[config.mk]
export PLATFORM = sky130hd
export DESIGN_NAME = mcsd_top
export DESIGN_NICKNAME = d
export VERILOG_FILES = /design/src/rtl/mcsd_pkg.sv /design/src/rtl/mcsd_sel_if.sv /design/src/rtl/mcsd_decode.sv /design/src/rtl/mcsd_wait.sv /design/src/rtl/mcsd_top.sv
export VERILOG_INCLUDE_DIRS = /design/src /design/src/rtl
export SDC_FILE = /design/constraint.sdc
export NUM_CORES = 1
export LEC_CHECK = 0
export BUFFER_PORTS_ARGS = -buffer_cell sky130_fd_sc_hd__buf_4
export CORE_AREA = 3 3 96 144
export CTS_BUF_LIST = sky130_fd_sc_hd__clkbuf_4
export CTS_CLUSTER_SIZE = 16
export DETAILED_ROUTE_END_ITERATION = 16
export DIE_AREA = 0 0 99 147
export PLACE_DENSITY = 0.7
export SKIP_CTS_REPAIR_TIMING = 1
export SYNTH_ARGS = -nofsm -noshare
export SYNTH_HDL_FRONTEND = slang
export SYNTH_SLANG_ARGS = --single-unit
[constraint.sdc]
create_clock -name clk_i -period 2.4 [get_ports clk_i]
set_input_delay 0.48 -clock clk_i [delete_from_list [all_inputs] [get_ports clk_i]]
set_output_delay 0.48 -clock clk_i [all_outputs]
set_load 0.1 [all_outputs]
[src/rtl/mcsd_consts.svh]
`ifndef MCSD_CONSTS_SVH
`define MCSD_CONSTS_SVH
// register indexes; the bus byte address is four times the index
`define MCSD_IDX_LOW        8'ha2
`define MCSD_IDX_PERIPH     8'ha4
`define MCSD_IDX_MID        8'ha6
`define MCSD_IDX_AUX        8'ha8
`define MCSD_IDX_STATUS     8'haa
`define MCSD_REG_RST        16'h0000
// common ready and wait fields
`define MCSD_READY_BIT      2
`define MCSD_WAIT_LSB       0
// low-memory register fields
`define MCSD_LOW_UB_LSB     12
`define MCSD_LOW_DA_BIT     7
`define MCSD_LOW_PSE_BIT    6
// midrange and peripheral base fields, and the peripheral wait extension bit
`define MCSD_MID_BASE_LSB   9
`define MCSD_PER_BASE_LSB   7
`define MCSD_PER_EXT_BIT    3
// auxiliary register fields
`define MCSD_AUX_SIZE_LSB   8
`define MCSD_AUX_EX_BIT     7
`define MCSD_AUX_MS_BIT     6
// extended peripheral wait counts for codes 100b to 111b
`define MCSD_PW_CODE4       4'h5
`define MCSD_PW_CODE5       4'h7
`define MCSD_PW_CODE6       4'h9
`define MCSD_PW_CODE7       4'hf
// reserved peripheral position, and the two upper positions
`define MCSD_PER_RSVD_POS   3'h4
`define MCSD_PER_UP0_POS    3'h5
`define MCSD_PER_UP1_POS    3'h6
`endif

[src/rtl/mcsd_pkg.sv]
package mcsd_pkg;
   typedef logic [19:0] mcsd_addr_type;
   typedef logic [15:0] mcsd_reg_type;
   typedef logic [3:0]  mcsd_wait_type;
   typedef enum logic [2:0] {
      MCSD_W_IDLE  = 3'b001,
      MCSD_W_COUNT = 3'b010,
      MCSD_W_DONE  = 3'b100
   } mcsd_wait_state_type;
endpackage : mcsd_pkg

[src/rtl/mcsd_sel_if.sv]
`timescale 1ns/100ps
// raw address hits from the decoder, before activation gating
interface mcsd_sel_if;
   logic       low_hit;
   logic [3:0] mid_hit;
   logic [3:0] per_lo_hit;
   logic [1:0] per_hi_hit;
   modport dec (output low_hit, output mid_hit, output per_lo_hit, output per_hi_hit);
   modport use_side (input low_hit, input mid_hit, input per_lo_hit, input per_hi_hit);
endinterface : mcsd_sel_if

[src/rtl/mcsd_decode.sv]
`timescale 1ns/100ps
`include "mcsd_consts.svh"
module mcsd_decode (
   input  wire mcsd_pkg::mcsd_addr_type addr_i,
   input  wire logic                    mem_i,
   input  wire mcsd_pkg::mcsd_reg_type  low_cfg_i,
   input  wire mcsd_pkg::mcsd_reg_type  per_cfg_i,
   input  wire mcsd_pkg::mcsd_reg_type  mid_cfg_i,
   input  wire mcsd_pkg::mcsd_reg_type  aux_cfg_i,
   mcsd_sel_if.dec                      sel
);
   import mcsd_pkg::*;

   // quarter index: each select gets a quarter of the one-hot sized block
   function automatic logic [1:0] mid_quarter(input mcsd_addr_type a, input logic [6:0] m);
      logic [1:0] q;
      q = 2'b00;
      for (int k = 0; k < 7; k++) begin
         if (m[k]) begin
            q = a[11 + k +: 2];
         end
      end
      return q;
   endfunction : mid_quarter

   // low region: 00000h up to the boundary given by the mask field
   wire [2:0]    ub       = low_cfg_i[`MCSD_LOW_UB_LSB +: 3];
   assign sel.low_hit = mem_i && !addr_i[19] && ((addr_i[18:16] & ~ub) == 3'h0);

   // midrange: base bits above the block size must match, low bits are zero
   wire [6:0]    size_m   = aux_cfg_i[`MCSD_AUX_SIZE_LSB +: 7];
   wire          size_ok  = (size_m != 7'h00) && ((size_m & (size_m - 7'h01)) == 7'h00);
   wire [6:0]    base_cmp = (addr_i[19:13] ^ mid_cfg_i[`MCSD_MID_BASE_LSB +: 7])
                            & ~(size_m - 7'h01);
   wire          mid_in   = mem_i && size_ok && (base_cmp == 7'h00);
   assign sel.mid_hit = mid_in ? (4'h1 << mid_quarter(addr_i, size_m)) : 4'h0;

   // peripheral: io cycles see only sixteen address bits
   wire [19:0]   per_a    = mem_i ? addr_i : {4'h0, addr_i[15:0]};
   wire          space_ok = (mem_i == aux_cfg_i[`MCSD_AUX_MS_BIT]);
   wire          per_in   = space_ok && (per_a[19:11] == per_cfg_i[`MCSD_PER_BASE_LSB +: 9]);
   wire [2:0]    pos      = per_a[10:8];
   // 256-byte slots; slot four is reserved and slot seven unused
   assign sel.per_lo_hit = (per_in && !pos[2]) ? (4'h1 << pos[1:0]) : 4'h0;
   assign sel.per_hi_hit = {per_in && (pos == `MCSD_PER_UP1_POS),
                            per_in && (pos == `MCSD_PER_UP0_POS)};
endmodule : mcsd_decode

[src/rtl/mcsd_wait.sv]
`timescale 1ns/100ps
module mcsd_wait (
   input  wire logic                   clk_i,
   input  wire logic                   rst_i,
   input  wire logic                   bus_cycle_i,
   input  wire mcsd_pkg::mcsd_wait_type wait_count_i,
   input  wire logic                   ready_ignore_i,
   input  wire logic                   ext_ready_i,
   output logic                        wait_request_o
);
   import mcsd_pkg::*;

   mcsd_wait_state_type state_r, state_nxt;
   mcsd_wait_type       cnt_r, cnt_nxt;
   logic                cycle_q_r;

   wire start  = bus_cycle_i && !cycle_q_r;
   wire go_on  = ready_ignore_i || ext_ready_i;

   // count the programmed waits, then hold for ready unless it is ignored
   always_comb begin
      state_nxt = state_r;
      cnt_nxt   = cnt_r;
      case (state_r)
         MCSD_W_IDLE: begin
            if (start) begin
               cnt_nxt   = wait_count_i;
               state_nxt = (wait_count_i == 4'h0 && go_on) ? MCSD_W_DONE : MCSD_W_COUNT;
            end
         end
         MCSD_W_COUNT: begin
            if (cnt_r > 4'h1) begin
               cnt_nxt = cnt_r - 4'h1;
            end else begin
               cnt_nxt   = 4'h0;
               state_nxt = go_on ? MCSD_W_DONE : MCSD_W_COUNT;
            end
         end
         MCSD_W_DONE: state_nxt = MCSD_W_DONE;
         default:     state_nxt = MCSD_W_IDLE;
      endcase
      // a cycle that ends early drops the wait at once
      if (!bus_cycle_i) begin
         state_nxt = MCSD_W_IDLE;
      end
   end

   always_ff @(posedge clk_i) begin
      if (rst_i) begin
         state_r        <= MCSD_W_IDLE;
         cnt_r          <= 4'h0;
         cycle_q_r      <= 1'b0;
         wait_request_o <= 1'b0;
      end else begin
         state_r        <= state_nxt;
         cnt_r          <= cnt_nxt;
         cycle_q_r      <= bus_cycle_i;
         wait_request_o <= (state_nxt == MCSD_W_COUNT);
      end
   end
endmodule : mcsd_wait

[src/rtl/mcsd_top.sv]
// Added by the designer: the Wishbone interface to the registers.
`timescale 1ns/100ps
`include "mcsd_consts.svh"
module mcsd_top (
   input  wire logic                    clk_i,
   input  wire logic                    rst_i,
   // classic wishbone slave
   input  wire logic                    wb_cyc_i,
   input  wire logic                    wb_stb_i,
   input  wire logic                    wb_we_i,
   input  wire logic [9:0]              wb_adr_i,
   input  wire logic [3:0]              wb_sel_i,
   input  wire logic [31:0]             wb_dat_i,
   output logic      [31:0]             wb_dat_o,
   output logic                         wb_ack_o,
   // bus-cycle engine side
   input  wire logic                    bus_cycle_i,
   input  wire mcsd_pkg::mcsd_addr_type bus_addr_i,
   input  wire logic                    bus_mem_i,
   input  wire logic                    ext_ready_i,
   input  wire logic                    addr_enable_strap_n_i,
   output logic                         low_select_n_o,
   output logic      [3:0]              midrange_selects_n_o,
   output logic      [3:0]              lower_peripheral_selects_n_o,
   output logic      [1:0]              upper_peripheral_selects_n_o,
   output logic                         wait_request_o,
   output logic                         addr_drive_en_o,
   output logic                         psram_enable_o
);
   import mcsd_pkg::*;

   // byte-lane merge for the 16-bit registers held in the low half-word
   function automatic mcsd_reg_type lane_merge(input mcsd_reg_type old,
                                               input logic [15:0] d,
                                               input logic [1:0] sel);
      lane_merge = {sel[1] ? d[15:8] : old[15:8], sel[0] ? d[7:0] : old[7:0]};
   endfunction : lane_merge

   // three-bit peripheral wait code to a wait count
   function automatic mcsd_wait_type per_wait(input mcsd_reg_type cfg);
      logic [2:0] code;
      code = {cfg[`MCSD_PER_EXT_BIT], cfg[`MCSD_WAIT_LSB +: 2]};
      case (code)
         3'h4:    per_wait = `MCSD_PW_CODE4;
         3'h5:    per_wait = `MCSD_PW_CODE5;
         3'h6:    per_wait = `MCSD_PW_CODE6;
         3'h7:    per_wait = `MCSD_PW_CODE7;
         default: per_wait = {2'b00, code[1:0]};
      endcase
   endfunction : per_wait

   // configuration and activation state
   mcsd_reg_type  low_cfg_r;
   mcsd_reg_type  per_cfg_r;
   mcsd_reg_type  mid_cfg_r;
   mcsd_reg_type  aux_cfg_r;
   logic          low_wr_r;
   logic          per_wr_r;
   logic          mid_wr_r;
   logic          aux_wr_r;
   logic          strap_done_r;
   logic          force_drive_r;
   logic          ack_r;
   logic [31:0]   dat_r;

   // pipeline of the address phase
   logic [3:0]    mid_hit_q_r;
   logic [3:0]    per_lo_q_r;
   logic [1:0]    per_hi_q_r;
   logic [2:1]    addr_q_r;
   logic          low_sel_n_r;
   logic [3:0]    mid_sel_n_r;
   logic [3:0]    per_lo_n_r;
   logic [1:0]    per_hi_n_r;
   logic          drive_r;
   logic          psram_r;

   mcsd_sel_if    hits ();

   // register bus decode
   wire           req       = wb_cyc_i && wb_stb_i;
   wire [7:0]     idx       = wb_adr_i[9:2];
   wire           commit_wr = req && wb_we_i && ack_r;
   wire           hit_low   = (idx == `MCSD_IDX_LOW);
   wire           hit_per   = (idx == `MCSD_IDX_PERIPH);
   wire           hit_mid   = (idx == `MCSD_IDX_MID);
   wire           hit_aux   = (idx == `MCSD_IDX_AUX);
   wire           hit_stat  = (idx == `MCSD_IDX_STATUS);

   // activation terms; nothing drives a select before its registers are written
   wire           low_act    = low_wr_r;
   wire           mid_act    = mid_wr_r && aux_wr_r;
   wire           per_act    = per_wr_r && aux_wr_r;
   wire           pins_as_cs = aux_cfg_r[`MCSD_AUX_EX_BIT];

   // status word shows activation, strap and wait state
   wire [15:0]    status = {9'h000, wait_request_o, force_drive_r, per_act,
                            per_act, mid_act, low_act, pins_as_cs};

   // read multiplexer; unmapped words read as zero and are still acknowledged
   wire [15:0]    rd16 = hit_low  ? low_cfg_r :
                         hit_per  ? per_cfg_r :
                         hit_mid  ? mid_cfg_r :
                         hit_aux  ? aux_cfg_r :
                         hit_stat ? status    : 16'h0000;

   // one wait state on every access: ack one cycle after the request
   always_ff @(posedge clk_i) begin
      if (rst_i) begin
         ack_r <= 1'b0;
         dat_r <= 32'h0000_0000;
      end else begin
         ack_r <= req && !ack_r;
         if (req && !ack_r) begin
            dat_r <= {16'h0000, rd16};
         end
      end
   end
   assign wb_ack_o = ack_r;
   assign wb_dat_o = dat_r;

   // register writes take effect at the edge where ack is seen
   always_ff @(posedge clk_i) begin
      if (rst_i) begin
         low_cfg_r <= `MCSD_REG_RST; // address-disable clears here
         per_cfg_r <= `MCSD_REG_RST;
         mid_cfg_r <= `MCSD_REG_RST;
         aux_cfg_r <= `MCSD_REG_RST;
      end else if (commit_wr) begin
         if (hit_low) low_cfg_r <= lane_merge(low_cfg_r, wb_dat_i[15:0], wb_sel_i[1:0]);
         if (hit_per) per_cfg_r <= lane_merge(per_cfg_r, wb_dat_i[15:0], wb_sel_i[1:0]);
         if (hit_mid) mid_cfg_r <= lane_merge(mid_cfg_r, wb_dat_i[15:0], wb_sel_i[1:0]);
         if (hit_aux) aux_cfg_r <= lane_merge(aux_cfg_r, wb_dat_i[15:0], wb_sel_i[1:0]);
      end
   end

   // write-seen flags; any write counts, whatever lanes it carries
   always_ff @(posedge clk_i) begin
      if (rst_i) begin
         low_wr_r <= 1'b0;
         per_wr_r <= 1'b0;
         mid_wr_r <= 1'b0;
         aux_wr_r <= 1'b0;
      end else if (commit_wr) begin
         low_wr_r <= low_wr_r || hit_low;
         per_wr_r <= per_wr_r || hit_per;
         mid_wr_r <= mid_wr_r || hit_mid;
         aux_wr_r <= aux_wr_r || hit_aux;
      end
   end

   // strap is caught on the first clock after reset release, not under reset
   always_ff @(posedge clk_i) begin
      if (rst_i) begin
         strap_done_r  <= 1'b0;
         force_drive_r <= 1'b0;
      end else if (!strap_done_r) begin
         strap_done_r  <= 1'b1;
         force_drive_r <= !addr_enable_strap_n_i;
      end
   end

   // address decode is purely combinational on the live address
   mcsd_decode u_decode (
      .addr_i    (bus_addr_i),
      .mem_i     (bus_mem_i),
      .low_cfg_i (low_cfg_r),
      .per_cfg_i (per_cfg_r),
      .mid_cfg_i (mid_cfg_r),
      .aux_cfg_i (aux_cfg_r),
      .sel       (hits.dec)
   );

   // gated hits; overlap of midrange and memory-space peripherals is not arbitrated
   wire           low_on = hits.low_hit && low_act;
   wire [3:0]     mid_on = hits.mid_hit & {4{mid_act}};
   wire [3:0]     plo_on = hits.per_lo_hit & {4{per_act}};
   wire [1:0]     phi_on = hits.per_hi_hit & {2{per_act && pins_as_cs}};

   // stage one: low select and the captured hits for the later selects
   always_ff @(posedge clk_i) begin
      if (rst_i) begin
         mid_hit_q_r <= 4'h0;
         per_lo_q_r  <= 4'h0;
         per_hi_q_r  <= 2'h0;
         addr_q_r    <= 2'h0;
         low_sel_n_r <= 1'b1;
      end else begin
         mid_hit_q_r <= mid_on & {4{bus_cycle_i}}; // an idle edge leaves no stale hit
         per_lo_q_r  <= plo_on & {4{bus_cycle_i}};
         per_hi_q_r  <= phi_on & {2{bus_cycle_i}};
         addr_q_r    <= bus_addr_i[2:1];
         low_sel_n_r <= !(bus_cycle_i && low_on);
      end
   end

   // stage two: multiplexed-bus timing, one clock behind the low select
   always_ff @(posedge clk_i) begin
      if (rst_i) begin
         mid_sel_n_r <= 4'hf;
         per_lo_n_r  <= 4'hf;
         per_hi_n_r  <= 2'h3;
      end else begin
         mid_sel_n_r <= ~(mid_hit_q_r & {4{bus_cycle_i && mid_act}});
         per_lo_n_r  <= ~(per_lo_q_r & {4{bus_cycle_i && per_act}});
         if (!per_act) begin
            per_hi_n_r <= 2'h3;
         end else if (pins_as_cs) begin
            per_hi_n_r <= ~(per_hi_q_r & {2{bus_cycle_i}});
         end else begin
            per_hi_n_r <= addr_q_r;
         end
      end
   end

   // wait and ready selection; low region wins, then midrange, then peripherals
   wire [1:0]     up_wait   = aux_cfg_r[`MCSD_WAIT_LSB +: 2];
   mcsd_wait_type wsel_cnt;
   logic          wsel_ign;
   assign wsel_cnt = low_on          ? {2'b00, low_cfg_r[`MCSD_WAIT_LSB +: 2]} :
                     (mid_on != 4'h0) ? {2'b00, mid_cfg_r[`MCSD_WAIT_LSB +: 2]} :
                     (phi_on != 2'h0) ? {2'b00, up_wait} :
                     (plo_on != 4'h0) ? per_wait(per_cfg_r) : 4'h0;
   // unselected cycles run with no waits and wait for external ready
   assign wsel_ign = low_on          ? low_cfg_r[`MCSD_READY_BIT] :
                     (mid_on != 4'h0) ? mid_cfg_r[`MCSD_READY_BIT] :
                     (phi_on != 2'h0) ? aux_cfg_r[`MCSD_READY_BIT] :
                     (plo_on != 4'h0) ? per_cfg_r[`MCSD_READY_BIT] : 1'b0;

   mcsd_wait u_wait (
      .clk_i          (clk_i),
      .rst_i          (rst_i),
      .bus_cycle_i    (bus_cycle_i),
      .wait_count_i   (wsel_cnt),
      .ready_ignore_i (wsel_ign),
      .ext_ready_i    (ext_ready_i),
      .wait_request_o (wait_request_o)
   );

   // address drive follows the low-memory register unless the strap forces it on; psram control follows that register
   always_ff @(posedge clk_i) begin
      if (rst_i) begin
         drive_r <= 1'b1;
         psram_r <= 1'b0;
      end else begin
         drive_r <= force_drive_r || !low_cfg_r[`MCSD_LOW_DA_BIT];
         psram_r <= low_act && low_cfg_r[`MCSD_LOW_PSE_BIT];
      end
   end

   assign low_select_n_o               = low_sel_n_r;
   assign midrange_selects_n_o         = mid_sel_n_r;
   assign lower_peripheral_selects_n_o = per_lo_n_r;
   assign upper_peripheral_selects_n_o = per_hi_n_r;
   assign addr_drive_en_o              = drive_r;
   assign psram_enable_o               = psram_r;
endmodule : mcsd_top

==> results of run 1 <==
-- final cells by class --
cell class,count,area [µm²],area share
timing repair buffer,128,1006,0.1421
sequential,121,2430,0.3432
tap,156,195.2,0.02757
multi-input combinational,469,3129,0.4420
antenna,1,2.502,0.0003535
clock inverter,11,106.4,0.01502
clock buffer,20,150.1,0.02121
inverter,16,60.06,0.008484
-- flip-flops by register name, summed over array words and instances, names as in the netlist, 2 cells and up --
register,flops
aux_cfg_r,16
low_cfg_r,16
mid_cfg_r,16
per_cfg_r,16
wb_dat_o,16
lower_peripheral_selects_n_o,4
mid_hit_q_r,4
midrange_selects_n_o,4
per_lo_q_r,4
u_wait.cnt_r,4
u_wait.state_r,3
addr_q_r,2
per_hi_q_r,2
upper_peripheral_selects_n_o,2
-- power groups by stage --
stage | combinational, mW | clock [mW] | sequential, mW
final | 0.544 | 1.36 | 2.05
after global routing | 0.574 | 1.48 | 2.05
after CTS | 0.539 | 1.40 | 2.05
after detailed placement | 0.537 | 0 | 2.10
after global placement | 0.531 | 0 | 2.09
after floorplan | 0.264 | 0 | 2.22
-- worst min-delay path by stage --
stage                   startpoint                              end  slack, ns  cells past startpoint
detailed placement  mid_hit_q_r[0]          midrange_selects_n_o[0]       0.35                      1
global placement    mid_hit_q_r[1]          midrange_selects_n_o[1]       0.35                      1
finish               bus_addr_i[9]                    per_lo_q_r[0]       0.12                      2
floorplan            per_lo_q_r[0]  lower_peripheral_selects_n_o[0]       0.34                      1
CTS                  bus_addr_i[9]                    per_lo_q_r[0]       0.08                      2
global route         bus_addr_i[9]                    per_lo_q_r[0]       0.09                      2
-- placed cells by master, fill, tap and decap left out, types with 4 or more instances in the layout --
| cell type | Yosys | layout |
|---|---|---|
| buf_4 | 16 | 123 |
| dfxtp_1 | 121 | 117 |
| nor2_1 | 115 | 112 |
| mux2i_1 | 82 | 82 |
| nand2_1 | 45 | 44 |
| o21ai_0 | 25 | 23 |
| clkbuf_4 | 0 | 20 |
| nor3_1 | 21 | 19 |
| inv_1 | 16 | 16 |
| a21oi_1 | 17 | 16 |
| conb_1 | 1 | 16 |
| nand3_1 | 11 | 11 |
| xor2_1 | 10 | 10 |
| a221oi_1 | 9 | 9 |
| nand2b_1 | 8 | 8 |
| ha_1 | 10 | 8 |
| a31oi_1 | 6 | 6 |
| nand4_1 | 6 | 6 |
| xnor2_1 | 5 | 5 |
| nor3_2 | 4 | 5 |
| nor2b_1 | 4 | 4 |
| and3_1 | 4 | 4 |
| or2_2 | 5 | 4 |
| a221o_1 | 4 | 4 |
| clkinv_1 | 0 | 4 |
-- routing by layer --
| metal | global-route usage | wire length [µm] | up-vias |
|---|---|---|---|
| met2 | 0.4021 | 8429 | 153 |
| li1 | - | - | 2438 |
| met5 | 0 | 0 | - |
| met3 | 0.03753 | 622 | 53 |
| met4 | 0.1080 | 684 | 0 |
| met1 | 0.2298 | 5975 | 2393 |
-- stage by stage --
step | instances | util | power [mW]
floorplan | 646 | - | 2.483
global placement | 888 | 0.5342 | 2.625
detailed placement | 888 | 0.5342 | 2.633
CTS | 919 | 0.5546 | 3.985
global route | 922 | 0.5630 | 4.109
finish | 922 | 0.5630 | 3.954
-- logic make-up (layout without fill, tap and decap cells) --
logic type               Yosys count  in the layout  synth area share
multiplexers                      84             84            0.1486
buffers and inverters             56            175           0.04805
AO/OA/AOI/OAI                     92             92            0.1151
XOR/XNOR                          16             16           0.02601
flip-flops                       121            121            0.4267
other                              1             17         0.0006606
AND/OR/NAND/NOR                  251            251            0.2129
adder cells (fa/ha/maj)           10             10           0.02204
==> results.txt, run 1 <==
* Root buffer cell: clkbuf_4
- The layout has 1128 filler cells.
- Max-cap violations in this run came to 0.
- Tightest Pin Transition: approximately 0.90 ns
* Placed standard-cell area: about 6700 µm²
* Unrepaired setup endpoints after global routing: yes
- Sw Ratio: 0.2914
- Among all flip-flop cells after synthesis, the most frequent one is dfxtp_1.
* Seq pwr share: 0.518
- TritonCTS built the clock tree.
* Clock group share of total power: 0.344
- Area growth from synthesis to final layout: 24.71%
- Setup violations remaining at the end of the flow were counted as 4.
- The checks that failed: setup timing.
- Nature of the critical path endpoint: flip-flop
- Pint: 2.802 mW
- For the worst setup path, the data arrival time is approximately 3.1 ns.
- The first global-routing pass estimated 25.07 mm of wire.
- Worst Hold Class: input pin to flip-flop
* Launch point of the worst path: aux_cfg_r[8]
* Classification of the worst setup path: flip-flop to flip-flop
- Summed over all nets, the switching power comes to approximately 1.2 mW.
- Top cell type by total area after synthesis: dfxtp_1
- Peak supply drop: 0.3578 mV
* Synthesized flop and latch total: ~120
* CORE AREA: 12570 µm²
- Crit. path cell count: 9
- Beginning of the worst register-to-register path: aux_cfg_r[8]
- Sorting the synthesized cells by area gives the leading types as dfxtp_1 (43%), mux2i_1 (14%), nor2_1 (7.6%).
- At the end of routability-driven placement, the weighted congestion stood at approximately 0.89.
- Worst reg-to-reg path cell count: 9
- In this design, the stage delay of the slowest critical-path cell is 0.38 ns.
- Buffers plus inverters on the worst setup path: 0
- Number of iterations in the first detailed-routing pass: 5
- Walking the worst path, the cells encountered are or3_1, ha_2, nor4b_2, and3_1, nand2_1, or3_4, o221a_4, o32a_1, o211ai_1.
- Number of nets with antenna violations after detailed routing: 0
- Of all flip-flops after synthesis, the portion carrying an async set or reset was 0.
* Post-layout net count: about 840
* Maximum fanout count along the critical path: 4
* Final Instance Area: ~7000 µm²
- Via-to-Cell Ratio: 5.463
- Required time worst endpoint: around 2.9 ns
- Initial antenna violation count: 1
* Maximum number of pins on one net before global-route repair: 89
- The later pin in the worst-skew pair is clocked with a latency of 0.54 ns.
- Counting I/O delays and the setup requirement, the final critical path takes 2.585 ns.
* Placement row count: 50
* Fraction of final layout cells sized beyond drive strength 1: 0.2588
- Syn_area_per_cell: 8.996 µm²
- The routed design has 15.71 mm of wire.
- Measured along the y axis, the die boundary spans 147 µm.
- In this run the critical register-to-register path is captured at u_wait.state_r[1].
- Number of clock buffers inserted by TritonCTS: 17
* Width of the die: 99 µm
- The number of max-slew violations in the final report came to 0.
* Mapped Cells: 631
- The clock passes through at most 2 buffers.
* Number of failing hold endpoints at the final stage: 0
* Count of H-tree levels built during CTS: 4
- For this design the top-level I/O count stands at 122.
- Summed over all failing endpoints, the final setup total negative slack is -0.5203 ns.
- Total via count in the routed design: 5037
- Ranked by instance count, the synthesized netlist is headed by dfxtp_1 (121), nor2_1 (115), mux2i_1 (82), nand2_1 (45), o21ai_0 (25).
- The slowest stage of the critical path belongs to the cell or3_1.
* Final cycle utilization of the critical path: 1.077
- Port Buf Inserts: 79
- Headroom to the max-slew limit: 0.3979
- Top cell type's share of synthesized area: 0.4267
* Remaining DRCs: 0
* Setup clock skew after layout: 0.02321 ns
- Sequential element share of the synthesized area: 0.4267
- The via count of the first global-routing pass is 4983.
* Timing-limited maximum frequency: 386.9 MHz
- The Yosys step of the flow raised 0 warnings.
* Clock transition at the registers of the reported paths: 0.11 ns
- On the final layout, the worst hold slack is approximately 0.12 ns.
- Power density of the placed cells: 558.5 nW/µm²
- At the placement stage, the worst setup path has a slack of -0.1841 ns.
- In this run the register-to-register setup slack is -0.18 ns.
- The worst setup path is launched from a flip-flop.
* Global-route congestion overflow total: 0
- Starting density of the core: 0.4514
- Top Family by Delay on Critical Path: simple AND/OR/NAND/NOR gates
- Post-route setup slack: -0.1848 ns
- The die covers 14550 µm².
- Number of DRC markers after the initial detailed-route iteration: 229
- The clock net in this run drives a total of 121 sinks.
- Part of the total power dissipated in combinational logic: 0.138
- Netlist Area Pre-Place: approximately 5700 µm²
- Counting distinct cell types in the post-synthesis netlist gives 65.
* Status: complete, but fails checks
- In the post-synthesis netlist, the cell with the most instances is dfxtp_1.
* Half-perimeter wire length of the detailed placement result: roughly 12 mm
* Crit path capture: u_wait.state_r[1]
- Across every metal layer, demand over resource in global routing totals 0.2164.
* Routed length per placed instance: 17.04 µm
- Number of enable-type register cells in the synthesized netlist: 0
- Leakage dissipation: ~2.8 nW
Note: power is estimated with default switching activity, not from simulation.
==> run 2: changes to the inputs <==
ABC_AREA = 1   (was default)
CORE_AREA = 3 3 97 145   (was 3 3 96 144)
DIE_AREA = 0 0 100 148   (was 0 0 99 147)
PLACE_DENSITY = 0.69   (was 0.7)
==> run 2 against run 1 <==
The flow now finishes without violations. Setup slack better by 0.33 ns. Global-route usage up 0.13 points. Final cell count up 17%. Design area down 2.2%. Area after synthesis up 1.9%. Flip-flop and latch count unchanged.
==> results.txt, run 2 <==
* Gp weighted congestion: a little under 0.9
* Final Setup Violations: 0
- Compared with the post-synthesis result, the final layout area differs by 19.67%.
- Power density of the placed cells: 547.0 nW/µm²
* Count of clock tree sinks: 121
- The number of antenna violations at the first check in global routing was 1.
* Number of enable-type register cells in the synthesized netlist: 0
* Routed WL: about 16 mm
* Crit path launch type: flip-flop
* Number of nets with antenna violations after detailed routing: 0
* Headroom to the max-slew limit: 0.6617
- In the final layout, the share of cells above drive strength 1 is 0.1941.
- Once layout is complete, the cells apart from fillers number 1082.
* Top cell type by total area after synthesis: dfxtp_1
- The Yosys step of the flow raised 0 warnings.
* Setup clock skew after layout: 0.01660 ns
* Most numerous cell types in the synthesized netlist: nand2_1 (124), dfxtp_1 (121), inv_1 (97), nor2_1 (90), a21oi_1 (80)
* Post-placement cell count: 1048
* Netlist Area Pre-Place: 5783 µm²
- Leakage dissipation: 2.907 nW
- Most frequent standard cell in the layout excluding fill and tap cells: nand2_1
- Among all cell types in the netlist, the one instantiated most often is nand2_1.
- Sequential element share of the synthesized area: 0.4189
- Timing-limited maximum frequency: 444.1 MHz
* Via-to-Cell Ratio: 5.219
* Global-route congestion overflow total: 0
* Half-perimeter wire length of the detailed placement result: 11.71 mm
* TritonCTS clock tree: done
- Hold depth: 3
- After the first detailed-routing iteration, the DRC count stood at between 200 and 300.
* Count of fill cells added during filler insertion: 1289
* Maximum fanout count along the critical path: 4
* Number of iterations in the first detailed-routing pass: 5
- Min Clock Period, post-route: 2.252 ns
- Final cycle utilization of the critical path: 0.9383
- Summing all placed instances gives a cell area of 6586 µm².
- At the worst endpoint, the required time is about 2.8 ns.
- The die is 148 µm tall.
- The root buffer cell chosen for the clock tree is clkbuf_4.
- Buffers placed on the I/O ports in this run total 79.
- Setup slack on the worst reg-to-reg path comes out at 0.15 ns.
* Remaining DRCs: 0
- In this run the horizontal extent of the chip is 100 µm.
- A synthesized cell averages 7.122 µm².
- Peak supply drop: 0.4120 mV
- Beginning of the worst register-to-register path: aux_cfg_r[10]
- Entering global routing, the biggest net connects 58 pins.
* WHS Endpoint: addr_q_r[2]
- Of the post-synthesis cell area, the dominant cell type holds 0.4189.
- The run finished with clean final reports.
* CORE AREA: 12950 µm²
- Mapped Cells: 812
- The clock passes through at most 2 buffers.
- Cell types occupying the most area after synthesis: dfxtp_1 (42%), nand2_1 (8.0%), a21oi_1 (6.9%)
- Placement row count: 51
- The number of failing hold endpoints at the final stage came to 0.
* Count of H-tree levels built during CTS: 4
* Arrival time at the worst endpoint: roughly 2.7 ns
- The first global-routing pass estimated 25.49 mm of wire.
* Via count of the first global-routing pass: 5224
- Start point of the worst min-delay path: bus_addr_i[2]
- For the worst-skew pair, the clock arrives at the later sink with an insertion delay of 0.54 ns.
- The critical path is of the flip-flop to flip-flop type.
* Main synth FF type: dfxtp_1
- R2r endpoint: u_wait.wait_request_o
* Tightest Pin Transition: 0.5075 ns
* Nature of the critical path endpoint: flip-flop
- Sum Neg Setup Slack: 0 ns
- Routed wl met3: 887 µm
- Boundary pin count: 122
- In the final design database the tool counted between 900 and 1000 nets.
* Worst reg-to-reg path cell count: 16
- GRT Resource Usage Total: 0.2176
* Die footprint: 14800 µm²
* Routed length per placed instance: 14.70 µm
- The min-delay analysis places its worst path in the category input pin to flip-flop.
- Buffers inserted during clock tree synthesis total 17.
- Counting flops with an async set or reset pin after synthesis yields a share of 0.
* Met2 wire len: 7.562 mm
- Counting flops and latches in the post-synthesis netlist gives ~120.
* Post-route met1 wirelength: 7.024 mm
- Final Instance Area: 6920 µm²
- Setup repair after global routing left no endpoint under its margin.
- The top cell types in the final layout, fill and taps aside, are nand2_1 (123), dfxtp_1 (119), buf_4 (104), inv_1 (95), nor2_1 (88).
- Number of max-cap violations: 0
- In this run, distinct cell masters in the synthesized netlist total 42.
- Starting density of the core: 0.4464
- The number of max-slew violations in the final report was 0.
- The detailed router used layers up to and including met4.
- Summing over every cut layer, the via total after detailed routing is 5647.
* Clock transition at the registers of the reported paths: roughly 0.11 ns
run 2: cell count changes in the layout (fill, tap and decap cells not counted), moves of 16 or more:
| cell | delta |
|---|---|
| o21ai_0 | +50 |
| mux2i_1 | -82 |
| nand3_1 | +32 |
| nand2_1 | +79 |
| a21oi_1 | +61 |
| nor3_1 | +16 |
| nor2_1 | -24 |
| buf_4 | -19 |
| inv_1 | +79 |
run 2: kinds of logic after synthesis:
logic type,after synthesis,synth area share
AOI/OAI and AO/OA,200,0.1923
DFF,121,0.4189
buffers and inverters,146,0.1082
adders and majority gates,10,0.02164
other,1,0.0006484
xor gates and xnor gates,3,0.004544
and+or+nand+nor,331,0.2538
run 2: report_power, final:
part           internal, mW  switching [mW]  leakage, nW
logic                 0.107           0.301         1.80
registers              2.02          0.0113        0.979
clock network         0.512           0.831        0.131
total                  2.64            1.14         2.91
run 2: worst max path at each step:
stage | from | slack (ns) | cells past startpoint | end
final | aux_cfg_r[10] | 0.15 | 16 | u_wait.wait_request_o
after global routing | aux_cfg_r[9] | 0.005 | 15 | u_wait.state_r[2]
after CTS | aux_cfg_r[10] | 0.01 | 13 | u_wait.state_r[2]
after detailed placement | aux_cfg_r[10] | 0.05 | 12 | u_wait.wait_request_o
after global placement | aux_cfg_r[10] | 0.06 | 12 | u_wait.wait_request_o
after floorplan | aux_cfg_r[9] | 0.26 | 13 | u_wait.state_r[1]
run 2: area by class of cell:
cell class | instances | area, µm² | area share
antenna | 1 | 2.502 | 0.0003616
clock buffer | 17 | 127.6 | 0.01844
clock inverter | 15 | 128.9 | 0.01862
inverter | 104 | 392.9 | 0.05677
multi-input combinational | 560 | 2853 | 0.4122
sequential | 121 | 2425 | 0.3504
tap | 159 | 198.9 | 0.02875
timing repair buffer | 105 | 792.0 | 0.1144
run 2: layer usage:
metal	track usage	vias to the layer above
met5	0	-
met4	0.08631	0
met1	0.2704	2569
li1	-	2880
met2	0.3626	169
met3	0.04958	29
run 2: critical path, cell delays in order, from the launching register on:
cell     delay [ns]
dfxtp_2        0.35
nor2_4         0.14
buf_4          0.13
nand3_1        0.09
ha_1           0.29
nand3_1        0.10
nand2_1        0.06
nor2_1         0.12
nand2_2        0.09
nor3_4         0.26
nor2_1         0.08
nand2_1        0.06
nand2_1        0.07
nand2_2        0.09
nand3_2        0.08
nand2_2        0.07
a21oi_1        0.06
run 2: stage by stage:
stage | power [mW] | setup slack (ns) | utilization | hold WS, ns
6_report | 3.785 | 0.1480 | 0.5342 | 0.1408
5_1_grt | 3.938 | 0.005086 | 0.5342 | 0.1147
4_1_cts | 3.815 | 0.01306 | 0.5283 | 0.1135
3_5_place_dp | 2.485 | 0.04535 | 0.5085 | 0.3725
3_3_place_gp | 2.483 | 0.05814 | 0.5085 | 0.3704
2_1_floorplan | 2.373 | 0.2620 | - | 0.3689
